**config.mk**
```make
export PLATFORM = sky130hd
export DESIGN_NAME = rsp_serial_port
export DESIGN_NICKNAME = d
export VERILOG_FILES = /design/src/verilog/rsp_pkg.sv /design/src/verilog/rsp_sync_if.sv /design/src/verilog/rsp_serial_port.sv /design/src/verilog/rsp_sync2.sv
export VERILOG_INCLUDE_DIRS = /design/src /design/src/verilog
export SDC_FILE = /design/constraint.sdc
export NUM_CORES = 1
export LEC_CHECK = 0
export ABC_CLOCK_PERIOD_IN_PS = 2750
export BUFFER_PORTS_ARGS = -buffer_cell sky130_fd_sc_hd__buf_4
export CAP_MARGIN = 10
export CORE_MARGIN = 2
export CORE_UTILIZATION = 35
export CTS_BUF_LIST = sky130_fd_sc_hd__clkbuf_16
export DETAILED_ROUTE_END_ITERATION = 10
export PLACE_DENSITY = 0.61
export SLEW_MARGIN = 15
export SYNTH_ARGS = -nofsm -noshare
export SYNTH_HDL_FRONTEND = slang
export SYNTH_SLANG_ARGS = --single-unit
```
**constraint.sdc**
```tcl
create_clock -name CLK -period 2.75 [get_ports CLK]
set_clock_uncertainty 0.2 [all_clocks]
set_input_delay 0.1375 -clock CLK [delete_from_list [all_inputs] [get_ports CLK]]
set_output_delay 0.1375 -clock CLK [all_outputs]
set_load 0.01 [all_outputs]
```
**src/verilog/rsp_params.svh**
```systemverilog
`ifndef RSP_PARAMS_SVH
`define RSP_PARAMS_SVH

// ----------------------------------------
// Address map (low seven bits of pointer)
// ----------------------------------------
`define RSP_DIR_BIT 7
`define RSP_ADDR_STATUS 7'h10
`define RSP_ADDR_CHARGER 7'h11
`define RSP_ALARM_A_FIRST 7'h07
`define RSP_ALARM_A_LAST 7'h0A
`define RSP_ALARM_B_FIRST 7'h0B
`define RSP_ALARM_B_LAST 7'h0E
`define RSP_CLK_WRAP_TOP 7'h1F
`define RSP_CLK_WRAP_BASE 7'h00
`define RSP_RAM_WRAP_TOP 7'h7F
`define RSP_RAM_WRAP_BASE 7'h20

// ----------------------------------------
// Charger configuration fields
// ----------------------------------------
`define RSP_CHARGER_RESET 8'h5C
`define RSP_UNLOCK_MSB 7
`define RSP_UNLOCK_LSB 4
`define RSP_UNLOCK_KEY 4'hA
`define RSP_DIODE_MSB 3
`define RSP_DIODE_LSB 2
`define RSP_RES_MSB 1
`define RSP_RES_LSB 0
`define RSP_DIODE_ONE 2'h1
`define RSP_DIODE_TWO 2'h2
`define RSP_RES_OFF 2'h0

// ----------------------------------------
// Shift timing
// ----------------------------------------
`define RSP_LAST_BIT 3'h7

`endif

```
**src/verilog/rsp_pkg.sv**
```systemverilog
package rsp_pkg;

  typedef enum logic [1:0] {
    PH_IDLE = 2'b00,
    PH_ADDR = 2'b01,
    PH_DATA = 2'b10
  } rsp_phase_type;

  typedef struct packed {
    logic ce_d;
    logic sclk_d;
    logic cpol;
    logic three_wire;
    rsp_phase_type phase;
    logic [2:0] bit_cnt;
    logic [7:0] shreg;
    logic [7:0] out_reg;
    logic [7:0] addr;
    logic serial_out;
    logic sdo_en;
    logic alarm_a_flag;
    logic alarm_b_flag;
    logic [7:0] cfg;
    logic [7:0] wr_data;
    logic [7:0] wr_addr;
    logic wr_stb;
  } rsp_state_type;

endpackage

```
**src/verilog/rsp_sync_if.sv**
```systemverilog
`timescale 1ns/1ps
interface rsp_sync_if #(parameter int W = 4);
  logic [W-1:0] raw;
  logic [W-1:0] sync;
  modport owner (output raw, input sync);
  modport sync_end (input raw, output sync);
endinterface

```
**src/verilog/rsp_serial_port.sv**
```systemverilog
`timescale 1ns/1ps
`include "rsp_params.svh"

// Summary of operation
// - Status byte at 10h: bit0 alarm A flag, bit1 alarm B flag, rest zero.
// - Alarm A match sets alarm A flag.
// - Alarm A flag with its enable pulls first interrupt low.
// - Pointer landing on any alarm A register clears alarm A flag.
// - Alarm B match sets alarm B flag.
// - Routing select high: alarm B flag with enable pulls second interrupt low.
// - Routing select low: alarm B flag with enable pulls first interrupt low.
// - Pointer landing on any alarm B register clears alarm B flag.
// - Charger byte read at 11h, written at 91h.
// - Charger runs only with unlock field exactly 1010.
// - Reset leaves charger off; config byte 0101_11_00.
// - Diode field 01 one diode, 10 two; 00 and 11 disable.
// - Resistor field 01/10/11 pick 2k/4k/8k; 00 disables.
// - Interface pin high selects four-wire, low selects three-wire.
// - Slave only; master makes the shift clock.
// - Chip enable frames a transfer; its fall ends it.
// - Clock idle polarity sampled when chip enable rises.
// - Input captured on strobe edge, output changed on opposite edge.
// - One clock per bit; bytes of eight, MSB first in four-wire.
// - Address byte first, then data bytes; reads out, writes in.
// - Address bit 7 zero reads, one writes.
// - Pointer advances per byte, wrapping 1Fh to 00h, 9Fh to 80h.
module rsp_serial_port (
  input wire logic CLK,
  input wire logic RSTN,
  input wire logic CE,
  input wire logic SCLK,
  input wire logic SERIAL_IN,
  output logic SDO_O,
  output logic SDO_OE,
  input wire logic IFACE_SELECT_PIN,
  input wire logic ALARM_A_MATCH,
  input wire logic ALARM_B_MATCH,
  input wire logic ALARM_A_IRQ_ENABLE,
  input wire logic ALARM_B_IRQ_ENABLE,
  input wire logic IRQ_ROUTING_SELECT,
  output logic IRQ_OUT_A_N,
  output logic IRQ_OUT_B_N,
  output logic CHARGER_ON,
  output logic CHARGER_TWO_DIODES,
  output logic [1:0] CHARGER_RESISTOR,
  output logic [7:0] EXT_RD_ADDR,
  input wire logic [7:0] EXT_RD_DATA,
  output logic [7:0] EXT_WR_ADDR,
  output logic [7:0] EXT_WR_DATA,
  output logic EXT_WR_STB
);
  import rsp_pkg::*;

  rsp_state_type st_r;
  rsp_state_type st_nxt;
  logic ce_s;
  logic sclk_s;
  logic sdi_s;
  logic mode_s;
  logic sclk_rise;
  logic sclk_fall;
  logic strobe;
  logic shift_edge;
  logic [7:0] rd_byte;
  logic alarm_a_hit;
  logic alarm_b_hit;
  logic [1:0] diode_count_field;
  logic [1:0] resistor_field;
  logic [3:0] charger_unlock_field;

  // ----------------------------------------
  // Pin synchronisers
  // ----------------------------------------
  rsp_sync_if #(.W(4)) pin_if ();

  assign pin_if.raw = {IFACE_SELECT_PIN, SERIAL_IN, SCLK, CE};

  rsp_sync2 #(.W(4)) u_sync (
    .clk(CLK),
    .rst_n(RSTN),
    .sif(pin_if)
  );

  assign ce_s = pin_if.sync[0];
  assign sclk_s = pin_if.sync[1];
  assign sdi_s = pin_if.sync[2];
  assign mode_s = pin_if.sync[3];

  // ----------------------------------------
  // Edge decode
  // ----------------------------------------
  assign sclk_rise = sclk_s & ~st_r.sclk_d;
  assign sclk_fall = ~sclk_s & st_r.sclk_d;
  // Strobe is the edge back to idle level; three-wire samples on rise
  assign strobe = st_r.three_wire ? sclk_rise : (st_r.cpol ? sclk_rise : sclk_fall);
  assign shift_edge = st_r.three_wire ? sclk_fall : (st_r.cpol ? sclk_fall : sclk_rise);

  // ----------------------------------------
  // Read data selection
  // ----------------------------------------
  always_comb
  begin
    if (st_r.addr[6:0] == `RSP_ADDR_STATUS)
      rd_byte = {6'h00, st_r.alarm_b_flag, st_r.alarm_a_flag};
    else if (st_r.addr[6:0] == `RSP_ADDR_CHARGER)
      rd_byte = st_r.cfg;
    else
      rd_byte = EXT_RD_DATA;
  end

  // ----------------------------------------
  // Next state
  // ----------------------------------------
  always_comb
  begin
    logic [7:0] byte_in;
    logic [7:0] word;
    logic [7:0] next_addr;
    logic ptr_moved;
    byte_in = 8'h00;
    word = 8'h00;
    next_addr = 8'h00;
    ptr_moved = 1'b0;
    st_nxt = st_r;
    st_nxt.wr_stb = 1'b0;
    st_nxt.ce_d = ce_s;
    st_nxt.sclk_d = sclk_s;
    if (!ce_s)
    begin
      // Chip enable low ends the frame wherever it stands
      st_nxt.phase = PH_IDLE;
      st_nxt.bit_cnt = 3'h0;
      st_nxt.sdo_en = 1'b0;
    end
    else if (!st_r.ce_d)
    begin
      st_nxt.cpol = sclk_s;
      st_nxt.three_wire = ~mode_s;
      st_nxt.phase = PH_ADDR;
      st_nxt.bit_cnt = 3'h0;
    end
    else
    begin
      if (strobe && st_r.phase != PH_IDLE)
      begin
        // Four-wire is MSB first, three-wire LSB first
        byte_in = st_r.three_wire ? {sdi_s, st_r.shreg[7:1]} : {st_r.shreg[6:0], sdi_s};
        st_nxt.shreg = byte_in;
        st_nxt.bit_cnt = st_r.bit_cnt + 3'h1;
        if (st_r.bit_cnt == `RSP_LAST_BIT)
        begin
          ptr_moved = 1'b1;
          if (st_r.phase == PH_ADDR)
          begin
            st_nxt.addr = byte_in;
            st_nxt.phase = PH_DATA;
          end
          else
          begin
            if (st_r.addr[`RSP_DIR_BIT])
            begin
              // Status byte is read-only; a write there is dropped
              if (st_r.addr[6:0] == `RSP_ADDR_CHARGER)
                st_nxt.cfg = byte_in;
              else if (st_r.addr[6:0] != `RSP_ADDR_STATUS)
              begin
                st_nxt.wr_stb = 1'b1;
                st_nxt.wr_data = byte_in;
                st_nxt.wr_addr = st_r.addr;
              end
            end
            if (st_r.addr[6:0] == `RSP_CLK_WRAP_TOP)
              next_addr = {st_r.addr[7], `RSP_CLK_WRAP_BASE};
            else if (st_r.addr[6:0] == `RSP_RAM_WRAP_TOP)
              next_addr = {st_r.addr[7], `RSP_RAM_WRAP_BASE};
            else
              next_addr = {st_r.addr[7], st_r.addr[6:0] + 7'h01};
            st_nxt.addr = next_addr;
          end
        end
      end
      // Read data is fetched at the first shift edge, once the pointer has settled
      if (shift_edge && st_r.phase == PH_DATA && !st_r.addr[`RSP_DIR_BIT])
      begin
        word = (st_r.bit_cnt == 3'h0) ? rd_byte : st_r.out_reg;
        st_nxt.serial_out = st_r.three_wire ? word[0] : word[7];
        st_nxt.out_reg = st_r.three_wire ? {1'b0, word[7:1]} : {word[6:0], 1'b0};
        st_nxt.sdo_en = 1'b1;
      end
    end
    // Pointer landing on an alarm register clears its flag; a match in the same cycle wins
    if (ptr_moved && st_nxt.addr[6:0] >= `RSP_ALARM_A_FIRST && st_nxt.addr[6:0] <= `RSP_ALARM_A_LAST)
      st_nxt.alarm_a_flag = 1'b0;
    if (ptr_moved && st_nxt.addr[6:0] >= `RSP_ALARM_B_FIRST && st_nxt.addr[6:0] <= `RSP_ALARM_B_LAST)
      st_nxt.alarm_b_flag = 1'b0;
    if (ALARM_A_MATCH)
      st_nxt.alarm_a_flag = 1'b1;
    if (ALARM_B_MATCH)
      st_nxt.alarm_b_flag = 1'b1;
  end

  // ----------------------------------------
  // State register
  // ----------------------------------------
  always_ff @(posedge CLK or negedge RSTN)
  begin
    if (!RSTN)
    begin
      st_r <= '0;
      st_r.phase <= PH_IDLE;
      st_r.cfg <= `RSP_CHARGER_RESET;
    end
    else
      st_r <= st_nxt;
  end

  // ----------------------------------------
  // Outputs
  // ----------------------------------------
  assign alarm_a_hit = st_r.alarm_a_flag & ALARM_A_IRQ_ENABLE;
  assign alarm_b_hit = st_r.alarm_b_flag & ALARM_B_IRQ_ENABLE;
  // Level outputs; they release as soon as the flag clears
  assign IRQ_OUT_A_N = ~(alarm_a_hit | (alarm_b_hit & ~IRQ_ROUTING_SELECT));
  assign IRQ_OUT_B_N = ~(alarm_b_hit & IRQ_ROUTING_SELECT);

  assign charger_unlock_field = st_r.cfg[`RSP_UNLOCK_MSB:`RSP_UNLOCK_LSB];
  assign diode_count_field = st_r.cfg[`RSP_DIODE_MSB:`RSP_DIODE_LSB];
  assign resistor_field = st_r.cfg[`RSP_RES_MSB:`RSP_RES_LSB];
  // Key pattern guards against a stray write switching the charger on
  assign CHARGER_ON = (charger_unlock_field == `RSP_UNLOCK_KEY)
    && (diode_count_field == `RSP_DIODE_ONE || diode_count_field == `RSP_DIODE_TWO)
    && (resistor_field != `RSP_RES_OFF);
  assign CHARGER_TWO_DIODES = (diode_count_field == `RSP_DIODE_TWO);
  assign CHARGER_RESISTOR = resistor_field;

  // Slave only: nothing here drives the shift clock
  assign SDO_O = st_r.serial_out;
  assign SDO_OE = st_r.sdo_en;
  assign EXT_RD_ADDR = st_r.addr;
  assign EXT_WR_ADDR = st_r.wr_addr;
  assign EXT_WR_DATA = st_r.wr_data;
  assign EXT_WR_STB = st_r.wr_stb;
endmodule

```
**src/verilog/rsp_sync2.sv**
```systemverilog
`timescale 1ns/1ps
module rsp_sync2 #(
  parameter int W = 4
) (
  input wire logic clk,
  input wire logic rst_n,
  rsp_sync_if.sync_end sif
);
  logic [W-1:0] meta_r;
  logic [W-1:0] sync_r;

  // ----------------------------------------
  // Two flops; first stage feeds only the second
  // ----------------------------------------
  always_ff @(posedge clk or negedge rst_n)
  begin
    if (!rst_n)
    begin
      meta_r <= '0;
      sync_r <= '0;
    end
    else
    begin
      meta_r <= sif.raw;
      sync_r <= meta_r;
    end
  end

  assign sif.sync = sync_r;
endmodule

```
After elaboration in Yosys (flattened, before gate mapping) --
Index checks and enable logic that the tools add are counted.
Word-level totals: flip-flop bits (word level) 70, bits of input ports 19, output and inout port bits 33, logic and storage cells 122
Cells by class: add/subtract/negate cells 2, magnitude comparators 4, equal/unequal tests 16, muxes and demuxes 40, bitwise operators 16, reductions and logical operators 24
Operator list (count):
- 2-to-1 mux 8 bit | 7
- 2-to-1 mux 7 bit | 4
- 2-to-1 mux 1 bit | 22
- == test 7 x 5 -> 1 bit (second input constant) | 3
- less-or-equal comparator 7 x 4 -> 1 bit (second input constant) | 2
- 2-to-1 mux 13 bit | 1
- 2-to-1 mux 5 bit | 2
- logical AND 1 bit | 9
- 2-to-1 mux 9 bit | 1
- inequality test 3 bit (second input constant) | 3
- NOT 1 bit | 9
- AND reduction 3 bit | 3
- AND reduction 8 bit | 1
- nonzero test 2 bit | 4
- adder 7 x 1 -> 7 bit (second input constant) | 1
- == test 7 bit (second input constant) | 1
- greater-or-equal comparator 7 x 3 -> 1 bit (second input constant) | 1
- greater-or-equal comparator 7 x 4 -> 1 bit (second input constant) | 1
- inequality test 7 x 5 -> 1 bit (second input constant) | 1
- AND reduction 7 bit | 1
- bitwise AND 1 bit | 6
- 2-to-1 mux 2 bit | 3
- AND reduction 5 bit | 1
- == test 2 x 1 -> 1 bit (second input constant) | 2
- other kinds (10) | 13

Depth between registers and ports, before layout --
Gate-level depths: netlist of run 1.
word-level depth 14, gate-level depth with buffers 9, mapped depth without buffers 8

Modules after synthesis --
A second synthesis of run 1 with hierarchy kept.
Second synthesis, totals: cell total of the unflattened synthesis 357, area total of the unflattened synthesis 3614.7 um^2
By module, submodules not included:
- rsp_serial_port | times used 1, cells each 349, area an instance 3414.5 um^2
- rsp_sync2 | times used 1, cells each 8, area an instance 200.2 um^2

Worst setup path after synthesis of run 1 --
OpenSTA, ideal clock, no wires.
kind register to register, start register st_r[58] in the netlist's numbering, end register st_r (netlist bit EXT_WR_DATA[2]), arrival time 2.237 ns, data required time 2.425 ns, slack 0.188 ns, cell stages (with the launch flop) 9, period minus slack after synthesis 2.562 ns, cell sequence dfrtp_1 > buf_4 > nor2_2 > mux2i_4 > o21ai_4 > or4_4 > buf_6 > buf_6 > mux2_4
Between the ends: cells in the longest elaborated chain, start to end 3
Ends and longest elaborated chain:
- start: declaration | RTL line rsp_serial_port.sv:54 | rsp_state_type st_r;
- start signal: assignment | RTL line rsp_serial_port.sv:214 | st_r <= st_nxt;
- 2-to-1 mux 1 bit | RTL line rsp_serial_port.sv:95 | assign strobe = st_r.three_wire ? sclk_rise : (st_r.cpol ? sclk_rise : sclk_fall);
- logical AND 1 bit | RTL line rsp_serial_port.sv:144 | if (strobe && st_r.phase != PH_IDLE)
- AND reduction 8 bit (no line)
Several ways; a longest one is shown, not always the timed one. A chain may end at the register's enable or synchronous reset.

Worst setup path in the final report of run 1 --
start register st_r (netlist bit EXT_RD_ADDR[0]), end register st_r[25] in the netlist's numbering
Between the ends: cells in the longest elaborated chain, start to end 12
Ends and longest elaborated chain:
- adder 7 x 1 -> 7 bit / == test 7 bit (equally long branches)
- 2-to-1 mux 7 bit | RTL line rsp_serial_port.sv:174 | else if (st_r.addr[6:0] == `RSP_RAM_WRAP_TOP)
- 2-to-1 mux 7 bit | RTL line rsp_serial_port.sv:172 | if (st_r.addr[6:0] == `RSP_CLK_WRAP_TOP)
- 2-to-1 mux 8 bit | RTL line rsp_serial_port.sv:153 | if (st_r.phase == PH_ADDR)
- 2-to-1 mux 7 bit | RTL line rsp_serial_port.sv:150 | if (st_r.bit_cnt == `RSP_LAST_BIT)
- 2-to-1 mux 7 bit | RTL line rsp_serial_port.sv:144
- 2-to-1 mux 9 bit | RTL line rsp_serial_port.sv:135 | else if (!st_r.ce_d)
- 2-to-1 mux 8 bit (*) | RTL line rsp_serial_port.sv:128 | if (!ce_s)
- greater-or-equal comparator 7 x 4 -> 1 bit (no line)
- logical AND 1 bit (no line)
- logical AND 1 bit (no line) (*)
- nonzero test 2 bit (no line) (*)
Every way passes the cells marked *; elsewhere a longest branch is shown, timed or not. The select of a mux whose other input is x is not followed.

==> metrics.md, run 1 <==
| Metric | Value |
|---|---|
| Outcome | `completed` |
| Antenna Nets Post-Route | `0` |
| CP startpoint kind | `flip-flop` |
| Crit. End Element | `flip-flop` |
| Final worst slack | `0.242 ns` |
| Core area | `9860 sq um` |
| Post-synth EDFFs | `0` |
| CP Launch Point | `EXT_RD_ADDR[0]$_DFF_PN0_` |
| CTS root buffer | `clkbuf_16` |
| Synth Instances | `354` |
| Synth Warn # | `0` |
| Mux contribution to synthesized area | `13.1%` |
| Die H | `105 um` |
| Adder-cell share of the synthesized area | `2.44%` |
| Min Tclk post-route | `2.51 ns` |
| Commonest non-fill, non-tap cells in the layout | `dfrtp_1 (66), buf_4 (61), nand2_1 (36)` |
| Clock sinks | `70` |
| Post-Syn Area | `3590 sq um` |
| Vias in the first global route | `2543` |
| Ys flop type | `dfrtp_1` |
| DIE WIDTH | `105 um` |
| Port Buffers | `51` |
| CP max stage delay | `0.56 ns` |
| Worst-path clk slew | `0.06 ns` |
| Post-synthesis compound-gate area fraction | `11.9%` |
| Final Hold Viols | `0` |
| Number of I/O pins | `52` |
| Crit path cell chain | `ha_1, nand4_1, and3_1, a21oi_1, o311ai_0, or4b_1, nor2_1, a41oi_1` |
| Hold Crit Start | `EXT_RD_DATA[6]` |
| Synth cell types | `47` |
| CP max-delay cell | `or4b_1` |
| Initial drt markers | `88` |
| Layout Nets | `415` |
| #FFs+latches synth | `70` |
| Critical Path RT | `2.73 ns` |
| Placer Congestion | `0.833` |
| Rows | `36` |
| DRC Markers | `0` |
| Worst path buffer plus inverter count | `0` |
| Largest family of logic cells by synthesized area | `simple AND/OR/NAND/NOR gates` |
| HP Class | `input pin to flip-flop` |
| Final Max Tran Viols | `0` |
| CTS tree | `yes` |
| Initial cell density of the core | `36.4%` |
| Seq/Total Area, Yosys | `48.9%` |
| RSZ-0062 raised after global routing | `false` |
| Commonest non-fill, non-tap cell in the layout | `dfrtp_1` |
| Synth Net Count | `380` |
| Relative slew slack | `42.3%` |
| Post-Place Setup Slack | `0.261 ns` |
| Leakage | `0.00205 uW` |
| Met1 usage | `18.9%` |
| Xor and xnor fraction of the mapped netlist area | `0.975%` |
| CP max FO | `7` |
| Post-DR wirelength/cell | `14.4 um` |
| Skew-Pair Late Insertion Delay | `0.33 ns` |
| Asr flop ratio synth | `100%` |
| First-pass DRT Iterations | `5` |
| Met2 global-route usage | `22.0%` |
| Die area | `11100 sq um` |
| Post-CTS Setup Bufs | `0` |
| Initial antenna violation count | `0` |
| Max VDD drop | `347 uV` |
| Global route overflow | `0` |
| Global-route wire length before repair | `12.5 mm` |
| CTS Buf Count | `9` |
| Power density over the cells | `566 nW/um^2` |
| Crit path max-delay family | `simple AND/OR/NAND/NOR gates` |
| Largest net degree at the start of global routing | `71` |
| Setup tns final | `0 ns` |
| Worst-Margin Slew | `0.866 ns` |
| GRT busiest layer | `met2` |
| Max Clk Rate | `399 MHz` |
| Post-Syn Area per Cell | `10.2 sq um` |
| Critical path class | `flip-flop to flip-flop` |
| Reg-to-Reg Start | `EXT_RD_ADDR[0]$_DFF_PN0_` |
| Final WL | `7.58 mm` |
| Clock buffer depth | `2` |
| Crit path DAT | `2.49 ns` |
| # setup viols final | `0` |
| Total track usage | `14.3%` |
| Post-route clock period utilization | `91.2%` |
| Number of diodes | `0` |
| Max-Cap Viols | `0` |
| H-tree levels | `3` |
| HPWL Detailed | `5.46 mm` |
| Vias | `2564` |
| Layout cell share with drive strength beyond 1 | `27.9%` |
| Area Overhead vs Synth | `18.8%` |
| Vias per inst | `4.87` |
| GRT met3 Usage | `4.02%` |
| Simple-gate share of the synthesized area | `13.6%` |
worst min-delay path, delay by kind of cell:
kind	cells	cell delay (ns)
compound gates	2	0.21
simple gates	1	0.11
mux	1	0.06
buf+inv	1	0.08
metrics by stage:
stage               instance area [sq um]  total power [uW]  std cells  hold WS, ns  utilization, %
floorplan                            3590              1270        354       -0.358               -
global placement                     3930              1380        504       0.0469            39.9
global route                         4270              2520        527        0.156            43.3
CTS                                  4270              2440        527       0.0993            43.3
finish                               4270              2410        527        0.109            43.3
detailed placement                   3930              1380        504       0.0481            39.9
Yosys cell counts (all sizes together) (2+ instances only):
cell | instances | area, sq um
o22ai | 2 | 12.5
o31a | 2 | 17.5
and3 | 3 | 18.8
dfrtp | 66 | 1650
ha | 7 | 87.6
nor2 | 34 | 130
dfstp | 4 | 105
nor2b | 2 | 12.5
nand3 | 10 | 50.1
clkbuf | 10 | 37.5
nand4 | 3 | 18.8
o21ai | 25 | 136
inv | 11 | 41.3
nor3 | 4 | 20.0
a211oi | 3 | 22.5
xnor2 | 3 | 26.3
a31oi | 4 | 25.0
buf | 34 | 249
nand2 | 36 | 135
nand2b | 7 | 43.8
a21oi | 22 | 110
o221ai | 5 | 43.8
mux2i | 16 | 173
mux2 | 25 | 297
flip-flops by register name, indices dropped and copies added (netlist names):
signal and flops:
u_sync.sif.sync 4, SDO_O 1, EXT_WR_ADDR 8, CHARGER_RESISTOR 2, diode_count_field 2, EXT_RD_ADDR 8
charger_unlock_field 4, SDO_OE 1, EXT_WR_STB 1, EXT_WR_DATA 8, u_sync.meta_r 4, st_r 27
per-layer routing:
layer,wire length (um),vias to the layer above
li1,-,1264
met3,379,10
met5,0,-
met1,3520,1233
met2,3510,57
met4,161,0
final timing paths:
path | endpoint | slack (ns) | cells after the start
setup / recovery | st_r[25]$_DFFE_PN0P_ | 0.24 | 8
hold / removal | st_r[44]$_DFFE_PN0P_ | 0.11 | 5
setup reg to reg | st_r[25]$_DFFE_PN0P_ | 0.24 | 8
hold reg to reg | u_sync.sif.sync[0]$_DFF_PN0_ | 0.15 | 0
max in group asynchronous | EXT_RD_ADDR[5]$_DFF_PN0_ | 1.51 | 2
min in group asynchronous | EXT_RD_ADDR[3]$_DFF_PN0_ | 0.25 | 2
power breakdown:
| part | total (uW) | internal (uW) | leakage, uW | switching [uW] |
|---|---|---|---|---|
| clock network | 1040 | 604 | 0.000133 | 439 |
| registers | 1110 | 1080 | 0.000874 | 30.4 |
| logic | 266 | 115 | 0.00105 | 151 |
cell type report:
type / instances / area, sq um
Multi-Input combinational cell: 229 / 1510
Clock inverter: 7 / 42.5
Timing Repair Buffer: 68 / 528
Sequential cell: 70 / 1760
Clock buffer: 9 / 225
Inverter: 11 / 41.3
Fill cell: 960 / 5600
Tap cell: 133 / 166
cell families (layout without fill, tap and decap cells):
kind of cell / count (synthesis) / in the layout
muxes: 41 / 41
buffers and inverters: 55 / 95
xor gates and xnor gates: 4 / 4
adders and majority gates: 7 / 7
DFF: 70 / 70
and+or+nand+nor: 107 / 107
AOI/OAI and AO/OA: 70 / 70
timing repair:
item                      in CTS  in global routing
resized for setup              0                  0
hold buffers                   7                  0
hold endpoints to repair      72                  0
(Power assumes the default switching activity.)
==> run 2: changes to the inputs <==
BUFFER_PORTS_ARGS = -buffer_cell sky130_fd_sc_hd__buf_2   (was -buffer_cell sky130_fd_sc_hd__buf_4)
CORE_ASPECT_RATIO = 1.1   (was default)
PLACE_DENSITY = 0.65   (was 0.61)
==> run 2 against run 1 <==
  * Sequential power about the same
  * Combinational power down 2%
  * Non-clock buffer count increased by 3
  * Clock power is 4% higher
  * Sequential cell count did not move
  * Cell count fell by 1.9%
  * Setup slack barely moved
  * Critical path depth shrank 1
  * Die area about the same
  * Highest routed layer unchanged
==> metrics.md, run 2 (synthesized netlist as in run 1, its figures left out) <==
| Metric | Value |
|---|---|
| Setup tns final | `0 ns (unchanged)` |
| CTS Buf Count | `9 (unchanged)` |
| DIE WIDTH | `101 um (-4.5%)` |
| Max Clk Rate | `399 MHz (about the same)` |
| Outcome | `completed` |
| HPWL Detailed | `5.52 mm (+1.0%)` |
| Number of I/O pins | `52 (unchanged)` |
| Final WL | `7.58 mm (about the same)` |
| Commonest non-fill, non-tap cells in the layout | `dfrtp_1 (66), buf_2 (51), nand2_1 (36)` |
| Layout cell share with drive strength beyond 1 | `27.2% (-0.71 points)` |
| Clock buffer depth | `2 (unchanged)` |
| First-pass DRT Iterations | `4 (-1)` |
| Post-route clock period utilization | `91.2% (about the same)` |
| Worst-path clk slew | `0.05 ns (about the same)` |
| # setup viols final | `0 (unchanged)` |
| Final Hold Viols | `0 (unchanged)` |
| H-tree levels | `3 (unchanged)` |
| Initial antenna violation count | `0 (unchanged)` |
| Initial drt markers | `136 (+55%)` |
| Max VDD drop | `273 uV (-21%)` |
| CTS tree | `yes` |
| Die area | `11100 sq um (about the same)` |
| Crit path DAT | `2.56 ns (+0.07 ns)` |
| Area Overhead vs Synth | `15.7%` |
| Total track usage | `14.7% (+0.43 points)` |
| Critical Path RT | `2.80 ns (+0.07 ns)` |
| Die H | `110 um (+4.7%)` |
| Design Power | `2450 uW (+1.3%)` |
| Worst-Margin Slew | `0.879 ns (+0.0137 ns)` |
| Final Max Tran Viols | `0 (unchanged)` |
| Number of diodes | `0 (unchanged)` |
| HP Class | `input pin to flip-flop` |
| Post-CTS Setup Bufs | `0 (unchanged)` |
| Largest net degree at the start of global routing | `71 (unchanged)` |
| CTS root buffer | `clkbuf_16` |
| Global-route wire length before repair | `12.6 mm (+0.99%)` |
| RSZ-0062 raised after global routing | `false` |
| Post-DR wirelength/cell | `14.7 um (+2.0%)` |
| Antenna Nets Post-Route | `0 (unchanged)` |
| Port Buffers | `51 (unchanged)` |
| Global route overflow | `0 (unchanged)` |
| Leakage | `0.00207 uW (+0.84%)` |
| Vias in the first global route | `2566 (+0.90%)` |
| Critical path class | `flip-flop to flip-flop` |
| Rows | `38 (+5.6%)` |
| Commonest non-fill, non-tap cell in the layout | `dfrtp_1` |
| Relative slew slack | `41.4% (-0.91 points)` |
| Vias | `2588 (+0.94%)` |
| Initial cell density of the core | `36.2% (-0.27 points)` |
| Largest register FFs | `27 (unchanged)` |
| Power density over the cells | `588 nW/um^2 (+4.0%)` |
| Layout Nets | `418 (+0.72%)` |
| Max-Cap Viols | `0 (unchanged)` |
| Core area | `9940 sq um (+0.74%)` |
| Placer Congestion | `0.857 (+2.8%)` |
| Crit. End Element | `flip-flop` |
| DRC Markers | `0 (unchanged)` |
| Most flop-heavy register | `st_r` |
| Clock sinks | `70 (unchanged)` |
| CP startpoint kind | `flip-flop` |
| Skew-Pair Late Insertion Delay | `0.33 ns (about the same)` |
| Post-CTS sizing | `0 (unchanged)` |
| CP max FO | `7 (unchanged)` |
| Vias per inst | `5.01 (+2.9%)` |
| Min Tclk post-route | `2.51 ns (+0.000351 ns)` |
==> run 2: cell types whose count changed in the layout (fill, tap and decap cells not counted), sizes merged <==
cell	delta
bufinv	+1
clkinv	-1
inv	+2
buf	+3
clkinvlp	-2
==> run 2: final cells by class <==
| type | count | area [sq um] |
|---|---|---|
| clock buffers | 9 | 225 |
| clock inverters | 7 | 52.6 |
| fillers | 971 | 5780 |
| inverters | 11 | 41.3 |
| multi-input cells | 229 | 1510 |
| flip-flops and latches | 70 | 1760 |
| well taps | 120 | 150 |
| repair buffers | 71 | 423 |
==> run 2: metal layers <==
layer / global-route usage [%] / part of all wire (%) / vias to the layer above
met3: 3.03 / 4.6 / 13
li1: - / - / 1273
met5: 0 / 0 / -
met1: 18.7 / 45 / 1246
met4: 7.73 / 1.6 / 0
met2: 23.8 / 49 / 56
==> run 2: what timing repair did <==
item | in CTS | in global routing
hold buffers | 7 | 0
setup endpoints to repair | 0 | 0
hold endpoints to repair | 72 | 0
==> run 2: critical path: stages (launching register included) <==
cell	delay, ns
dfrtp_1	0.45
ha_1	0.31
nand4_1	0.14
o21ai_0	0.36
o22ai_1	0.15
a31oi_1	0.31
mux2_2	0.39
a21oi_1	0.12
==> run 2: report_power, final <==
group	switching, uW	total [uW]	internal [uW]
clock	399	1080	681
combinational	149	260	110
sequential	30.6	1110	1080
==> run 2: worst paths after layout <==
kind / endpoint / slack [ns] / cells past startpoint / from
setup / recovery: st_r[26]$_DFFE_PN0P_ / 0.24 / 7 / EXT_RD_ADDR[0]$_DFF_PN0_
setup reg to reg: st_r[26]$_DFFE_PN0P_ / 0.24 / 7 / EXT_RD_ADDR[0]$_DFF_PN0_
min in group asynchronous: EXT_WR_ADDR[5]$_DFFE_PN0P_ / 0.36 / 3 / RSTN
hold reg to reg: u_sync.sif.sync[2]$_DFF_PN0_ / 0.15 / 0 / u_sync.meta_r[2]$_DFF_PN0_
hold / removal: st_r[42]$_DFFE_PN0P_ / 0.11 / 5 / EXT_RD_DATA[4]
max in group asynchronous: u_sync.meta_r[2]$_DFF_PN0_ / 1.43 / 3 / RSTN
==> run 2: stage by stage <==
stage / setup WS (ns) / std cells / area [sq um] / utilization (%) / hold WS [ns]
finish: 0.242 / 517 / 4160 / 41.8 / 0.110
global route: 0.0343 / 517 / 4160 / 41.8 / 0.135
CTS: 0.223 / 517 / 4160 / 41.8 / 0.103
detailed placement: 0.231 / 494 / 3810 / 38.3 / 0.0472
global placement: 0.291 / 494 / 3810 / 38.3 / 0.0459
floorplan: 0.188 / 354 / 3590 / - / -0.358
